==> src/design/dual_adc_map.svh <==
// Register map, field positions and sizes of the primary configuration word.
`ifndef DUAL_ADC_MAP_SVH
`define DUAL_ADC_MAP_SVH
`define FRAME_BITS 5'd16
`define WRITE_FLAG_BIT 15
`define INDEX_HI 14
`define INDEX_LO 12
`define PRIMARY_INDEX 3'h1
`define CONFIG_RESET 12'h000
`define PAIR_BIT 11
`define ALT_BIT 10
`define AVG_BIT 9
`define RATIO_HI 8
`define RATIO_LO 6
`define CRC_IN_BIT 5
`define CRC_OUT_BIT 4
`define ALARM_BIT 3
`define BOOST_BIT 2
`define RATIO_X2 3'h1
`define RATIO_X4 3'h2
`define RATIO_X8 3'h3
`define HIST_DEPTH 8
`define SAMPLE_W 16
`define SUM_W 19
`endif

==> src/design/dual_adc_pkg.sv <==
// Types and the shared decode function for the dual converter configuration.
`include "dual_adc_map.svh"
package dual_adc_pkg;

   typedef enum logic {FRAME_IDLE, FRAME_SHIFT} frame_state_type;

   // Log2 of the averaging window; every undefined code means no averaging.
   function automatic logic [1:0] ratio_log2(input logic [2:0] code);
      logic [1:0] r;
      r = 2'h0;
      if (code == `RATIO_X2) begin
         r = 2'h1;
      end else if (code == `RATIO_X4) begin
         r = 2'h2;
      end else if (code == `RATIO_X8) begin
         r = 2'h3;
      end
      return r;
   endfunction

endpackage

==> src/design/rolling_average.sv <==
// Rolling mean over the newest conversions, kept per input pair.
`timescale 1ns/1ps
`include "dual_adc_map.svh"
module rolling_average
   import dual_adc_pkg::*;
(
   // Clock and reset.
   input wire logic i_sys_clk,
   input wire logic i_rst_b,
   // Incoming conversion.
   input wire logic i_sample_valid,
   input wire logic i_pair,
   input wire logic [15:0] i_sample,
   input wire logic [1:0] i_window_log2,
   // Averaged result.
   output logic [15:0] o_result,
   output logic o_result_valid
);

   logic [15:0] hist [0:15];
   logic [2:0] wr_ptr [0:1];
   logic [`SUM_W-1:0] next_sum;
   logic [3:0] window;

   // The new sample joins the N-1 newest stored ones of the same pair.
   always_comb begin
      logic [2:0] slot;
      slot = 3'h0;
      window = 4'h1 << i_window_log2;
      next_sum = {3'h0, i_sample};
      for (int k = 1; k < `HIST_DEPTH; k++) begin
         slot = wr_ptr[i_pair] - 3'(k);
         if (4'(k) < window) begin
            next_sum = next_sum + {3'h0, hist[{i_pair, slot}]};
         end
      end
   end

   always_ff @(posedge i_sys_clk or negedge i_rst_b) begin
      if (!i_rst_b) begin
         for (int i = 0; i < 16; i++) begin
            hist[i] <= 16'h0000;
         end
         wr_ptr[0] <= 3'h0;
         wr_ptr[1] <= 3'h0;
      end else if (i_sample_valid) begin
         hist[{i_pair, wr_ptr[i_pair]}] <= i_sample;
         wr_ptr[i_pair] <= wr_ptr[i_pair] + 3'h1;
      end
   end

   always_ff @(posedge i_sys_clk or negedge i_rst_b) begin
      if (!i_rst_b) begin
         o_result <= 16'h0000;
         o_result_valid <= 1'b0;
      end else begin
         o_result_valid <= i_sample_valid;
         if (i_sample_valid) begin
            o_result <= 16'(next_sum >> i_window_log2);
         end
      end
   end

   passthrough_a: assert property (
      @(posedge i_sys_clk) disable iff (!i_rst_b)
      i_sample_valid && i_window_log2 == 2'h0 |=> o_result == $past(i_sample))
      else $error("Unaveraged result differs from its sample.");

endmodule

==> src/design/dual_adc_primary_config_register.sv <==
// Primary configuration word, its serial write path and its effects.
`timescale 1ns/1ps
`include "dual_adc_map.svh"
// Notes on behaviour
// - Bits 14:12 of a frame select register.
// - Bit 11 picks input pair converted.
// - Bit 10 alternates pairs each conversion.
// - Bit 9 enables rolling average mode.
// - Ratio codes 1..3 give x2/x4/x8.
// - Enabling without valid CRC drops frame.
// - Input CRC clears only with valid CRC.
// - Bit 4 enables CRC on outputs.
// - Bit 3 makes alarm pin, single lane only.
// - Register at index 1, resets to zero.
// - Lane setting chooses one or two outputs.
// - Zero ratio ignores resolution boost.
// - Write flag bit 15 stores low 12 bits.
module dual_adc_primary_config_register
   import dual_adc_pkg::*;
(
   // Clock and reset.
   input wire logic i_sys_clk,
   input wire logic i_rst_b,
   // Serial register port pins.
   input wire logic i_sclk,
   input wire logic i_cs_b,
   input wire logic i_sdi,
   // Verdict of the frame CRC checker, valid at frame end.
   input wire logic i_frame_crc_valid,
   // Lane setting held in the secondary configuration register.
   input wire logic i_output_lane_count,
   // Conversion events and results.
   input wire logic i_conv_start,
   input wire logic i_sample_valid,
   input wire logic [15:0] i_sample_a,
   input wire logic [15:0] i_sample_b,
   // Register contents and decoded controls.
   output logic [15:0] o_primary_config_word,
   output logic o_channel_pair_select,
   output logic o_pair_alternation_enable,
   output logic o_rolling_average_enable,
   output logic [2:0] o_averaging_ratio,
   output logic o_input_crc_enable,
   output logic o_output_crc_enable,
   output logic o_secondary_is_alarm,
   output logic o_resolution_boost_active,
   output logic o_frame_rejected,
   // Conversion control and averaged results.
   output logic o_active_pair,
   output logic [15:0] o_result_a,
   output logic [15:0] o_result_b,
   output logic o_result_valid
);

   logic [11:0] cfg;
   logic sclk_s1, sclk_s2, sclk_d;
   logic cs_s1, cs_s2, cs_d;
   logic sdi_s1, sdi_s2;
   logic sclk_fall, cs_fall, cs_rise;
   frame_state_type state;
   logic [15:0] word;
   logic [4:0] bit_count;
   logic frame_end, write_hit, need_crc, accept, reject;
   logic averaging_on;
   logic [1:0] window_log2;
   logic [15:0] samples [0:1];
   logic [15:0] results [0:1];
   logic [1:0] result_valid;

   // Pins are asynchronous to the system clock; edges come from the
   // second stage so the first stage feeds nothing else.
   always_ff @(posedge i_sys_clk or negedge i_rst_b) begin
      if (!i_rst_b) begin
         // The serial clock idles high; resetting its stages high keeps
         // a false edge from following reset.
         sclk_s1 <= 1'b1;
         sclk_s2 <= 1'b1;
         sclk_d <= 1'b1;
         cs_s1 <= 1'b1;
         cs_s2 <= 1'b1;
         cs_d <= 1'b1;
         sdi_s1 <= 1'b0;
         sdi_s2 <= 1'b0;
      end else begin
         sclk_s1 <= i_sclk;
         sclk_s2 <= sclk_s1;
         sclk_d <= sclk_s2;
         cs_s1 <= i_cs_b;
         cs_s2 <= cs_s1;
         cs_d <= cs_s2;
         sdi_s1 <= i_sdi;
         sdi_s2 <= sdi_s1;
      end
   end

   assign sclk_fall = sclk_d && !sclk_s2;
   assign cs_fall = cs_d && !cs_s2;
   assign cs_rise = !cs_d && cs_s2;

   // Only the first sixteen bits form the command; any bits after them
   // are the trailing CRC, which the external checker judges.
   always_ff @(posedge i_sys_clk or negedge i_rst_b) begin
      if (!i_rst_b) begin
         state <= FRAME_IDLE;
         word <= 16'h0000;
         bit_count <= 5'h00;
      end else begin
         case (state)
            FRAME_IDLE: begin
               if (cs_fall) begin
                  state <= FRAME_SHIFT;
                  bit_count <= 5'h00;
               end
            end
            FRAME_SHIFT: begin
               if (cs_rise) begin
                  state <= FRAME_IDLE;
               end else if (sclk_fall && bit_count < `FRAME_BITS) begin
                  word <= {word[14:0], sdi_s2};
                  bit_count <= bit_count + 5'h01;
               end
            end
            default: begin
               state <= FRAME_IDLE;
            end
         endcase
      end
   end

   assign frame_end = (state == FRAME_SHIFT) && cs_rise;
   assign write_hit = frame_end && (bit_count == `FRAME_BITS)
      && word[`WRITE_FLAG_BIT]
      && (word[`INDEX_HI:`INDEX_LO] == `PRIMARY_INDEX);
   // Once input CRC is on, every write needs it, including the one that
   // turns it off; turning it on needs it as well.
   assign need_crc = cfg[`CRC_IN_BIT] || word[`CRC_IN_BIT];
   assign accept = write_hit && (!need_crc || i_frame_crc_valid);
   assign reject = write_hit && need_crc && !i_frame_crc_valid;

   always_ff @(posedge i_sys_clk or negedge i_rst_b) begin
      if (!i_rst_b) begin
         cfg <= `CONFIG_RESET;
         o_frame_rejected <= 1'b0;
      end else begin
         o_frame_rejected <= reject;
         if (accept) begin
            cfg <= word[11:0];
         end
      end
   end

   assign averaging_on = cfg[`AVG_BIT]
      && (ratio_log2(cfg[`RATIO_HI:`RATIO_LO]) != 2'h0);
   assign window_log2 = averaging_on
      ? ratio_log2(cfg[`RATIO_HI:`RATIO_LO]) : 2'h0;

   always_ff @(posedge i_sys_clk or negedge i_rst_b) begin
      if (!i_rst_b) begin
         o_primary_config_word <= 16'h0000;
         o_channel_pair_select <= 1'b0;
         o_pair_alternation_enable <= 1'b0;
         o_rolling_average_enable <= 1'b0;
         o_averaging_ratio <= 3'h0;
         o_input_crc_enable <= 1'b0;
         o_output_crc_enable <= 1'b0;
         o_secondary_is_alarm <= 1'b0;
         o_resolution_boost_active <= 1'b0;
      end else begin
         o_primary_config_word <= {4'h0, cfg};
         o_channel_pair_select <= cfg[`PAIR_BIT];
         o_pair_alternation_enable <= cfg[`ALT_BIT];
         o_rolling_average_enable <= cfg[`AVG_BIT];
         o_averaging_ratio <= cfg[`RATIO_HI:`RATIO_LO];
         o_input_crc_enable <= cfg[`CRC_IN_BIT];
         o_output_crc_enable <= cfg[`CRC_OUT_BIT];
         o_secondary_is_alarm <= i_output_lane_count
            && cfg[`ALARM_BIT];
         o_resolution_boost_active <= cfg[`BOOST_BIT]
            && (ratio_log2(cfg[`RATIO_HI:`RATIO_LO]) != 2'h0);
      end
   end

   // The pair is latched at conversion start so a write mid-conversion
   // cannot mislabel the sample that is already under way.
   always_ff @(posedge i_sys_clk or negedge i_rst_b) begin
      if (!i_rst_b) begin
         o_active_pair <= 1'b0;
      end else if (i_conv_start) begin
         if (cfg[`ALT_BIT]) begin
            o_active_pair <= !o_active_pair;
         end else begin
            o_active_pair <= cfg[`PAIR_BIT];
         end
      end
   end

   assign samples[0] = i_sample_a;
   assign samples[1] = i_sample_b;

   for (genvar g = 0; g < 2; g++) begin : gen_avg
      rolling_average u_avg (
         .i_sys_clk(i_sys_clk),
         .i_rst_b(i_rst_b),
         .i_sample_valid(i_sample_valid),
         .i_pair(o_active_pair),
         .i_sample(samples[g]),
         .i_window_log2(window_log2),
         .o_result(results[g]),
         .o_result_valid(result_valid[g])
      );
   end

   assign o_result_a = results[0];
   assign o_result_b = results[1];
   assign o_result_valid = &result_valid;

   addr_decode_a: assert property (
      @(posedge i_sys_clk) disable iff (!i_rst_b)
      frame_end && word[15:12] != {1'b1, `PRIMARY_INDEX} |=> $stable(cfg))
      else $error("Frame to another register changed the word.");
   write_store_a: assert property (
      @(posedge i_sys_clk) disable iff (!i_rst_b)
      accept |=> cfg == $past(word[11:0]) ##1
      o_primary_config_word == {4'h0, $past(word[11:0], 2)})
      else $error("Accepted write not stored.");
   pair_alternate_a: assert property (
      @(posedge i_sys_clk) disable iff (!i_rst_b)
      i_conv_start && cfg[`ALT_BIT] |=> o_active_pair != $past(o_active_pair))
      else $error("Alternation did not toggle the pair.");
   pair_fixed_a: assert property (
      @(posedge i_sys_clk) disable iff (!i_rst_b)
      i_conv_start && !cfg[`ALT_BIT]
      |=> o_active_pair == $past(cfg[`PAIR_BIT]))
      else $error("Fixed pair not taken from select bit.");
   crc_enable_gate_a: assert property (
      @(posedge i_sys_clk) disable iff (!i_rst_b)
      write_hit && word[`CRC_IN_BIT] && !i_frame_crc_valid
      |=> $stable(cfg) && o_frame_rejected)
      else $error("Unprotected frame was not discarded.");
   crc_hold_a: assert property (
      @(posedge i_sys_clk) disable iff (!i_rst_b)
      cfg[`CRC_IN_BIT] && !i_frame_crc_valid |=> cfg[`CRC_IN_BIT])
      else $error("Input CRC cleared without valid CRC.");
   alarm_lane_a: assert property (
      @(posedge i_sys_clk) disable iff (!i_rst_b)
      !i_output_lane_count ##1 1'b1 |-> !o_secondary_is_alarm)
      else $error("Alarm pin active in two-lane mode.");
   boost_ratio_a: assert property (
      @(posedge i_sys_clk) disable iff (!i_rst_b)
      o_resolution_boost_active |-> $past(cfg[`RATIO_HI:`RATIO_LO])
      inside {`RATIO_X2, `RATIO_X4, `RATIO_X8})
      else $error("Boost active with averaging disabled.");
   window_code_a: assert property (
      @(posedge i_sys_clk) disable iff (!i_rst_b)
      cfg[`RATIO_HI] || cfg[`RATIO_HI:`RATIO_LO] == 3'h0 || !cfg[`AVG_BIT]
      |-> window_log2 == 2'h0)
      else $error("Undefined ratio code opened a window.");

   write_seen_c: cover property (@(posedge i_sys_clk) accept);
   reject_seen_c: cover property (@(posedge i_sys_clk) reject);
   alternate_c: cover property (@(posedge i_sys_clk)
      i_conv_start && cfg[`ALT_BIT] ##1 i_conv_start && cfg[`ALT_BIT]);
   average8_c: cover property (@(posedge i_sys_clk)
      window_log2 == 2'h3 && i_sample_valid);

endmodule

==> config.mk <==
export PLATFORM = sky130hd
export DESIGN_NAME = dual_adc_primary_config_register
export DESIGN_NICKNAME = d
export VERILOG_FILES = /design/src/design/dual_adc_pkg.sv /design/src/design/rolling_average.sv /design/src/design/dual_adc_primary_config_register.sv
export VERILOG_INCLUDE_DIRS = /design/src /design/src/design
export SDC_FILE = /design/constraint.sdc
export NUM_CORES = 2
export LEC_CHECK = 0
export ABC_CLOCK_PERIOD_IN_PS = 16900
export BUFFER_PORTS_ARGS = -buffer_cell sky130_fd_sc_hd__buf_2
export CAP_MARGIN = 20
export CELL_PAD_IN_SITES_DETAIL_PLACEMENT = 0
export CELL_PAD_IN_SITES_GLOBAL_PLACEMENT = 1
export CORE_ASPECT_RATIO = 0.75
export CORE_MARGIN = 2
export CORE_UTILIZATION = 52
export DETAILED_ROUTE_END_ITERATION = 12
export PLACE_DENSITY = 0.9
export SYNTH_ARGS = -nofsm -noshare
export SYNTH_HDL_FRONTEND = slang
export SYNTH_SLANG_ARGS = --single-unit
export TNS_END_PERCENT = 50
==> constraint.sdc <==
create_clock -name i_sys_clk -period 16.9 [get_ports i_sys_clk]
set_input_delay 4.225 -clock i_sys_clk [delete_from_list [all_inputs] [get_ports i_sys_clk]]
set_output_delay 4.225 -clock i_sys_clk [all_outputs]
set_load 0.1 [all_outputs]
== After elaboration in Yosys (flattened, before gate mapping) ==
Index checks and enable logic that the tools add are counted.

* Register bits: 623
* Input bits: 41
* Output and inout port bits: 61
* Logic and storage cells: 263

* $add $sub $neg: 31
* $lt $le $gt $ge: 28
* Eq/ne operators: 8
* Shift operators: 3
* Muxes and demuxes: 84
* Bitwise logic cells: 19
* Reductions and logical operators: 28

{| class="wikitable"
|+ Operator list
! cell !! count
|-
| $bmux 16 s4 || 14
|-
| $bwmux 256 || 2
|-
| $mux 16 || 30
|-
| $mux 19 || 14
|-
| $add 19x16->19 || 12
|-
| $demux 16 s4 || 2
|-
| $ge 5x5->1 const B || 16
|-
| $not 4->5 || 16
|-
| $shr 19x2->16 || 2
|-
| $add 16x16->17 || 2
|-
| $sub 3x3->3 const B || 8
|-
| $mux 3 || 7
|-
| $logic_and 1x1->1 || 17
|-
| $lt 3x4->1 const A || 4
|-
| $mux 5 || 3
|-
| $bwmux 6 || 2
|-
| $sub 3x2->3 const B || 4
|-
| $lt 5x1->1 const B || 2
|-
| $pmux 5 s2 || 1
|-
| $lt 2x4->1 const A || 2
|-
| $mux 2 || 4
|-
| $add 3x1->3 const B || 2
|-
| $eq 3x1->1 const B || 2
|-
| $eq 3x2->1 const B || 2
|-
| 19 further kinds || 31
|}

== Logic depth before layout (Yosys ltp) ==
* Depth after elaboration: 24
* Gate-level depth with buffers: 66
* Mapped depth without buffers: 57

== Modules after synthesis ==
Synthesis repeated with hierarchy kept, for this count alone.

* Cell total of the unflattened synthesis: 5914
* Area, all modules: 54576.1 um^2

{| class="wikitable"
|+ By module, submodules not included
! module !! instances !! cells an instance !! area an instance (um^2)
|-
| rolling_average (gen_avg[1].u_avg) || 1 || 2899 || 26190.1
|-
| rolling_average (gen_avg[0].u_avg) || 1 || 2867 || 26108.8
|-
| dual_adc_primary_config_register || 1 || 148 || 2277.2
|}

== Worst setup path after synthesis ==
No wires, ideal clock.

* Path type: reg-to-reg
* Start point: register o_active_pair
* End point: register gen_avg[0].u_avg.o_result[15]
* Library setup time: 129 ps
* Arrival: 13715 ps
* Data required time: 16771 ps
* Path slack: 3056 ps
* Cell stages (with the launch flop): 60
* Buffers on the path: 9
* Clock period less this slack: 13844 ps
* Path through: dfrtp_1 > buf_6 > mux2i_1 > buf_4 > buf_1 > clkbuf_1 > clkbuf_1 > ha_1 > clkbuf_1 > buf_2 > buf_1 > buf_1 > mux2i_1 > mux4_2 > ha_1 > fa_1 > mux2i_1 > inv_1 > [... 24 more ...] > o211ai_1 > xor2_1 > a21o_1 > ha_1 > a2111o_1 > nor4b_1 > nor2_1 > a21oi_1 > xor2_1 > a21boi_0 > ha_1 > nor2_1 > nor2_1 > o311a_1 > a211o_1 > nand3_1 > mux2i_1 > o21ai_1

* Word-level cells in the longest chain between the ends: 24
* Elaborated cells on any way between the ends: 54

{| class="wikitable"
|+ Ends and longest elaborated chain
! what !! line !! RTL
|-
| from (decl) || dual_adc_primary_config_register.sv:49 || <nowiki>output logic o_active_pair,</nowiki>
|-
| from (signal assigned) || dual_adc_primary_config_register.sv:190 || <nowiki>o_active_pair <= !o_active_pair;</nowiki>
|-
| from (signal assigned) || dual_adc_primary_config_register.sv:192 || <nowiki>o_active_pair <= cfg[`PAIR_BIT];</nowiki>
|-
| $not 1->2 (not written as such) || rolling_average.sv:32 || <nowiki>slot = wr_ptr[i_pair] - 3'(k);</nowiki>
|-
| $mux 3 (not written as such) (3 in a row) || rolling_average.sv:32 ||
|-
| $sub 3x1->3 || rolling_average.sv:32 ||
|-
| $not 4->5 (not written as such) || rolling_average.sv:34 || <nowiki>next_sum = next_sum + {3'h0, hist[{i_pair, slot}]};</nowiki>
|-
| $bmux 16 s4 || rolling_average.sv:34 ||
|-
| $mux 16 (not written as such) (2 in a row) || rolling_average.sv:34 ||
|-
| $add 16x16->17 || rolling_average.sv:34 ||
|-
| $mux 19 || rolling_average.sv:33 || <nowiki>if (4'(k) < window) begin</nowiki>
|-
| [... 5 more ...] || n/a ||
|-
| $mux 19 || rolling_average.sv:33 ||
|-
| $add 19x16->19 || rolling_average.sv:34 ||
|-
| $mux 19 || rolling_average.sv:33 ||
|-
| $add 19x16->19 || rolling_average.sv:34 ||
|-
| $mux 19 || rolling_average.sv:33 ||
|-
| $add 19x16->19 || rolling_average.sv:34 ||
|-
| $mux 19 * || rolling_average.sv:33 ||
|-
| $shr 19x2->16 * || rolling_average.sv:59 || <nowiki>o_result <= 16'(next_sum >> i_window_log2);</nowiki>
|-
| to (signal assigned) || rolling_average.sv:59 ||
|-
| to (decl) || rolling_average.sv:16 || <nowiki>output logic [15:0] o_result,</nowiki>
|}

Mark *: on every way between the ends. The rest lies on a longest branch, timed or not. The select of a mux whose other input is x is not followed.
A chain may end at the register's enable or synchronous reset.

== Worst setup path after layout ==
* Start point: input i_sample_b[0]
* End point: register gen_avg[1].u_avg.o_result[14]

* Word-level cells in the longest chain between the ends: 15

{| class="wikitable"
|+ Ends and longest elaborated chain
! what !! line !! RTL
|-
| from (decl) || dual_adc_primary_config_register.sv:36 || <nowiki>input wire logic [15:0] i_sample_b,</nowiki>
|-
| $add 16x16->17 || rolling_average.sv:34 ||
|-
| $mux 19 * || rolling_average.sv:33 ||
|-
| $add 19x16->19 || rolling_average.sv:34 ||
|-
| $mux 19 * || rolling_average.sv:33 ||
|-
| $add 19x16->19 || rolling_average.sv:34 ||
|-
| $mux 19 * || rolling_average.sv:33 ||
|-
| $add 19x16->19 || rolling_average.sv:34 ||
|-
| $mux 19 * || rolling_average.sv:33 ||
|-
| $add 19x16->19 || rolling_average.sv:34 ||
|-
| $mux 19 * || rolling_average.sv:33 ||
|-
| $add 19x16->19 || rolling_average.sv:34 ||
|-
| $mux 19 * || rolling_average.sv:33 ||
|-
| $add 19x16->19 || rolling_average.sv:34 ||
|-
| $mux 19 * || rolling_average.sv:33 ||
|-
| $shr 19x2->16 * || rolling_average.sv:59 ||
|-
| to (signal assigned) || rolling_average.sv:59 ||
|-
| to (decl) || rolling_average.sv:16 ||
|}

Mark *: on every way between the ends. The rest lies on a longest branch, timed or not.

==> results_dict.tcl <==
set metrics [dict create \
    outcome "completed" \
    hpwlAfterDp_um 125000 \
    wl_per_cell_um 26.0 \
    critPathSlowestCell "o31ai_1" \
    vias 45480 \
    final_common_cell "nand2_1" \
    synthCells 5484 \
    wirelength_um 176000 \
    fin_nets 5653 \
    grt_pass1_vias 41730 \
    start_util 0.526 \
    yosys.cell_types.count 96 \
    worstPathRequired_ns 17.47 \
    grt.total_usage 0.328 \
    dr.pass1.iters 8 \
    ys_seq_area_frac 0.288 \
    fin_area_mm2 0.0576 \
    synth_seq_cells 615 \
    clk_path_buf_depth 3 \
    clock-sinks 615 \
    hold_buffers 0 \
    maxSlewHeadroom 0.126 \
    drc_errors 0 \
    yosys_warnings 0 \
    final_antenna_net_count 0 \
    critPathLaunchType "input port" \
    async_reset_ff_frac 1.00 \
    cp.arrival_ns 15.78 \
    clkLatencyLatePin_ns 0.70 \
    layout_common_cells "nand2_1, mux2i_1, dfrtp_1" \
    h-tree-depth 3 \
    first_iter_violations 5711 \
    synth_area_per_cell_um2 9.74 \
    clockRootBuffer "clkbuf_16" \
    io_pins 102 \
    antenna_found_initial 5 \
    fmax_mhz 65.7 \
    crit_buf_inv 1 \
    hold_path.class "reg2reg" \
    cts_resized 0 \
    overflow 0 \
    via_per_inst 6.73 \
    io_buffers 97 \
    area_delta_synth_final_pct 7.85 \
    hold_viol 0 \
    synth-edff-count 0 \
    crit_path_frequent_cell "ha_1" \
    clk_pin_slew_worst_paths_ns 0.06 \
    yosysTopAreaCellShare 0.285 \
    critPathKind "in2reg" \
    std_cell_rows 101 \
    dieArea_mm2 0.105 \
    cts_tree "done" \
    finalClockSkew_ns 0.0444 \
    critical-path-max-stage-delay_ns 0.50 \
    period_share 0.900 \
    grt_pass1_wl_um 265000 \
    maxCapViolations 0 \
    synth_area_leaders "dfrtp_1, mux2i_1, mux2_2, mux4_2, nand2_1" \
    cpLargestDelayFamily "compound AO/OA/AOI/OAI gates" \
    period_minus_slack_ns 15.22 \
    setup_viol 0 \
    worst_slew_pin_slew_ns 1.31 \
    fin_setup_tns_ns 0 \
    core-area_mm2 0.101 \
    synth_top_area_cell "dfrtp_1" \
    fp.dieW_um 374 \
    placed_cell_area_mm2 0.0550 \
    place.gp.congestion 1.03 \
    layout-drive-gt1-share 0.213 \
    synth_area_mm2 0.0534 \
    maxSlewViolCount 0 \
    grt_max_degree 158 \
    die_y_um 282 \
    postCtsSetupBuffers 0 \
    fill_cells 8671 \
    endpoint_kind "register" \
    numCtsBuffers 72 \
    worstPathMaxFanout 18 \
    synth_flop_cell "dfrtp_1" \
    rsz0062_at_grt "no" \
]
## worst reg2reg max path: cells and delay by family (launching register included)
family,cells,cell delay [ns]
buf+inv,2,1.12
compound gates,21,6.07
simple gates,8,1.52
xor+xnor,5,0.92
mux,2,1.02
flops,1,0.72
fa+ha+maj,10,3.47
## cell usage after synthesis, types with 11 or more instances
cell,number
mux4_2,237
fa_1,14
o211ai_1,36
a31oi_1,108
or3_1,12
xnor2_1,106
and3_1,127
nor2b_1,29
mux2i_1,653
a21oi_1,252
ha_1,236
dfrtp_1,609
o21ai_0,209
mux2_2,537
and2_1,24
nand2b_1,30
a211oi_1,48
a21o_1,116
buf_1,100
o21a_1,42
nand4_1,17
o22ai_1,13
xor2_1,65
o21bai_1,26
nand2_1,822
nand3_1,129
o31ai_1,22
clkbuf_1,270
or2_2,11
nor3_1,54
a311oi_1,44
o21ai_1,19
inv_1,88
nor2_1,198
buf_4,13
## kinds of logic (layout without fill, tap and decap cells)
logic type / after synthesis / after routing / synth area share
mux: 1430 / 1430 / 0.336
other cells: 1 / 7 / 0.0000702
fa+ha+maj: 252 / 252 / 0.0609
compound gates: 1050 / 1050 / 0.128
flops: 615 / 615 / 0.288
buf+inv: 482 / 410 / 0.0352
xor+xnor: 176 / 176 / 0.0299
simple gates: 1478 / 1478 / 0.122
## state kept, by name, summed over array words and instances, names as in the netlist, 2 cells and up
| name | count |
|---|---|
| gen_avg.u_avg.o_result | 32 |
| o_averaging_ratio | 2 |
| cfg | 12 |
| gen_avg.u_avg.wr_ptr | 12 |
| gen_avg.u_avg.hist | 512 |
| o_primary_config_word | 10 |
| word | 16 |
| bit_count | 5 |
## per-layer routing
metal	GRT usage	share of wire
met1	0.504	0.45
met2	0.448	0.40
met3	0.0833	0.12
met4	0.0973	0.030
met5	0	0.00014
## worst paths after layout
path | startpoint | endpoint | slack (ns) | cells after the start
setup / recovery | i_sample_b[0] | gen_avg[1].u_avg.o_result[14] | 1.68 | 43
hold / removal | sdi_s1 | sdi_s2 | 0.36 | 0
setup reg to reg | o_active_pair | gen_avg[1].u_avg.o_result[14] | 1.99 | 48
hold reg to reg | sdi_s1 | sdi_s2 | 0.36 | 0
max in group asynchronous | i_rst_b | o_active_pair | 10.16 | 4
min in group asynchronous | i_rst_b | gen_avg[1].u_avg.hist[99] | 3.55 | 1
## final cells by class
type / count / area, um^2 / share of cell area
Clock buffer: 90 / 1970 / 0.0342
Inverter: 91 / 362 / 0.00628
Timing Repair Buffer: 192 / 1290 / 0.0224
Tap cell: 1339 / 1680 / 0.0291
Multi-Input combinational cell: 4390 / 36400 / 0.631
Clock inverter: 37 / 556 / 0.00964
Antenna cell: 3 / 7.51 / 0.000130
Sequential cell: 615 / 15400 / 0.267
## through the flow
step                setup WS, ns  instances  hold slack (ns)   util
CTS                         2.29       6752            0.361  0.567
finish                      1.68       6757            0.359  0.568
floorplan                   3.06       5487            0.331      -
global route                1.19       6755            0.366  0.568
global placement            1.64       6625            0.345  0.542
detailed placement          1.63       6625            0.338  0.542
Power is left out: the tool's default activity adds up to more than one toggle a clock period on the data nets, which glitch-free logic cannot reach.
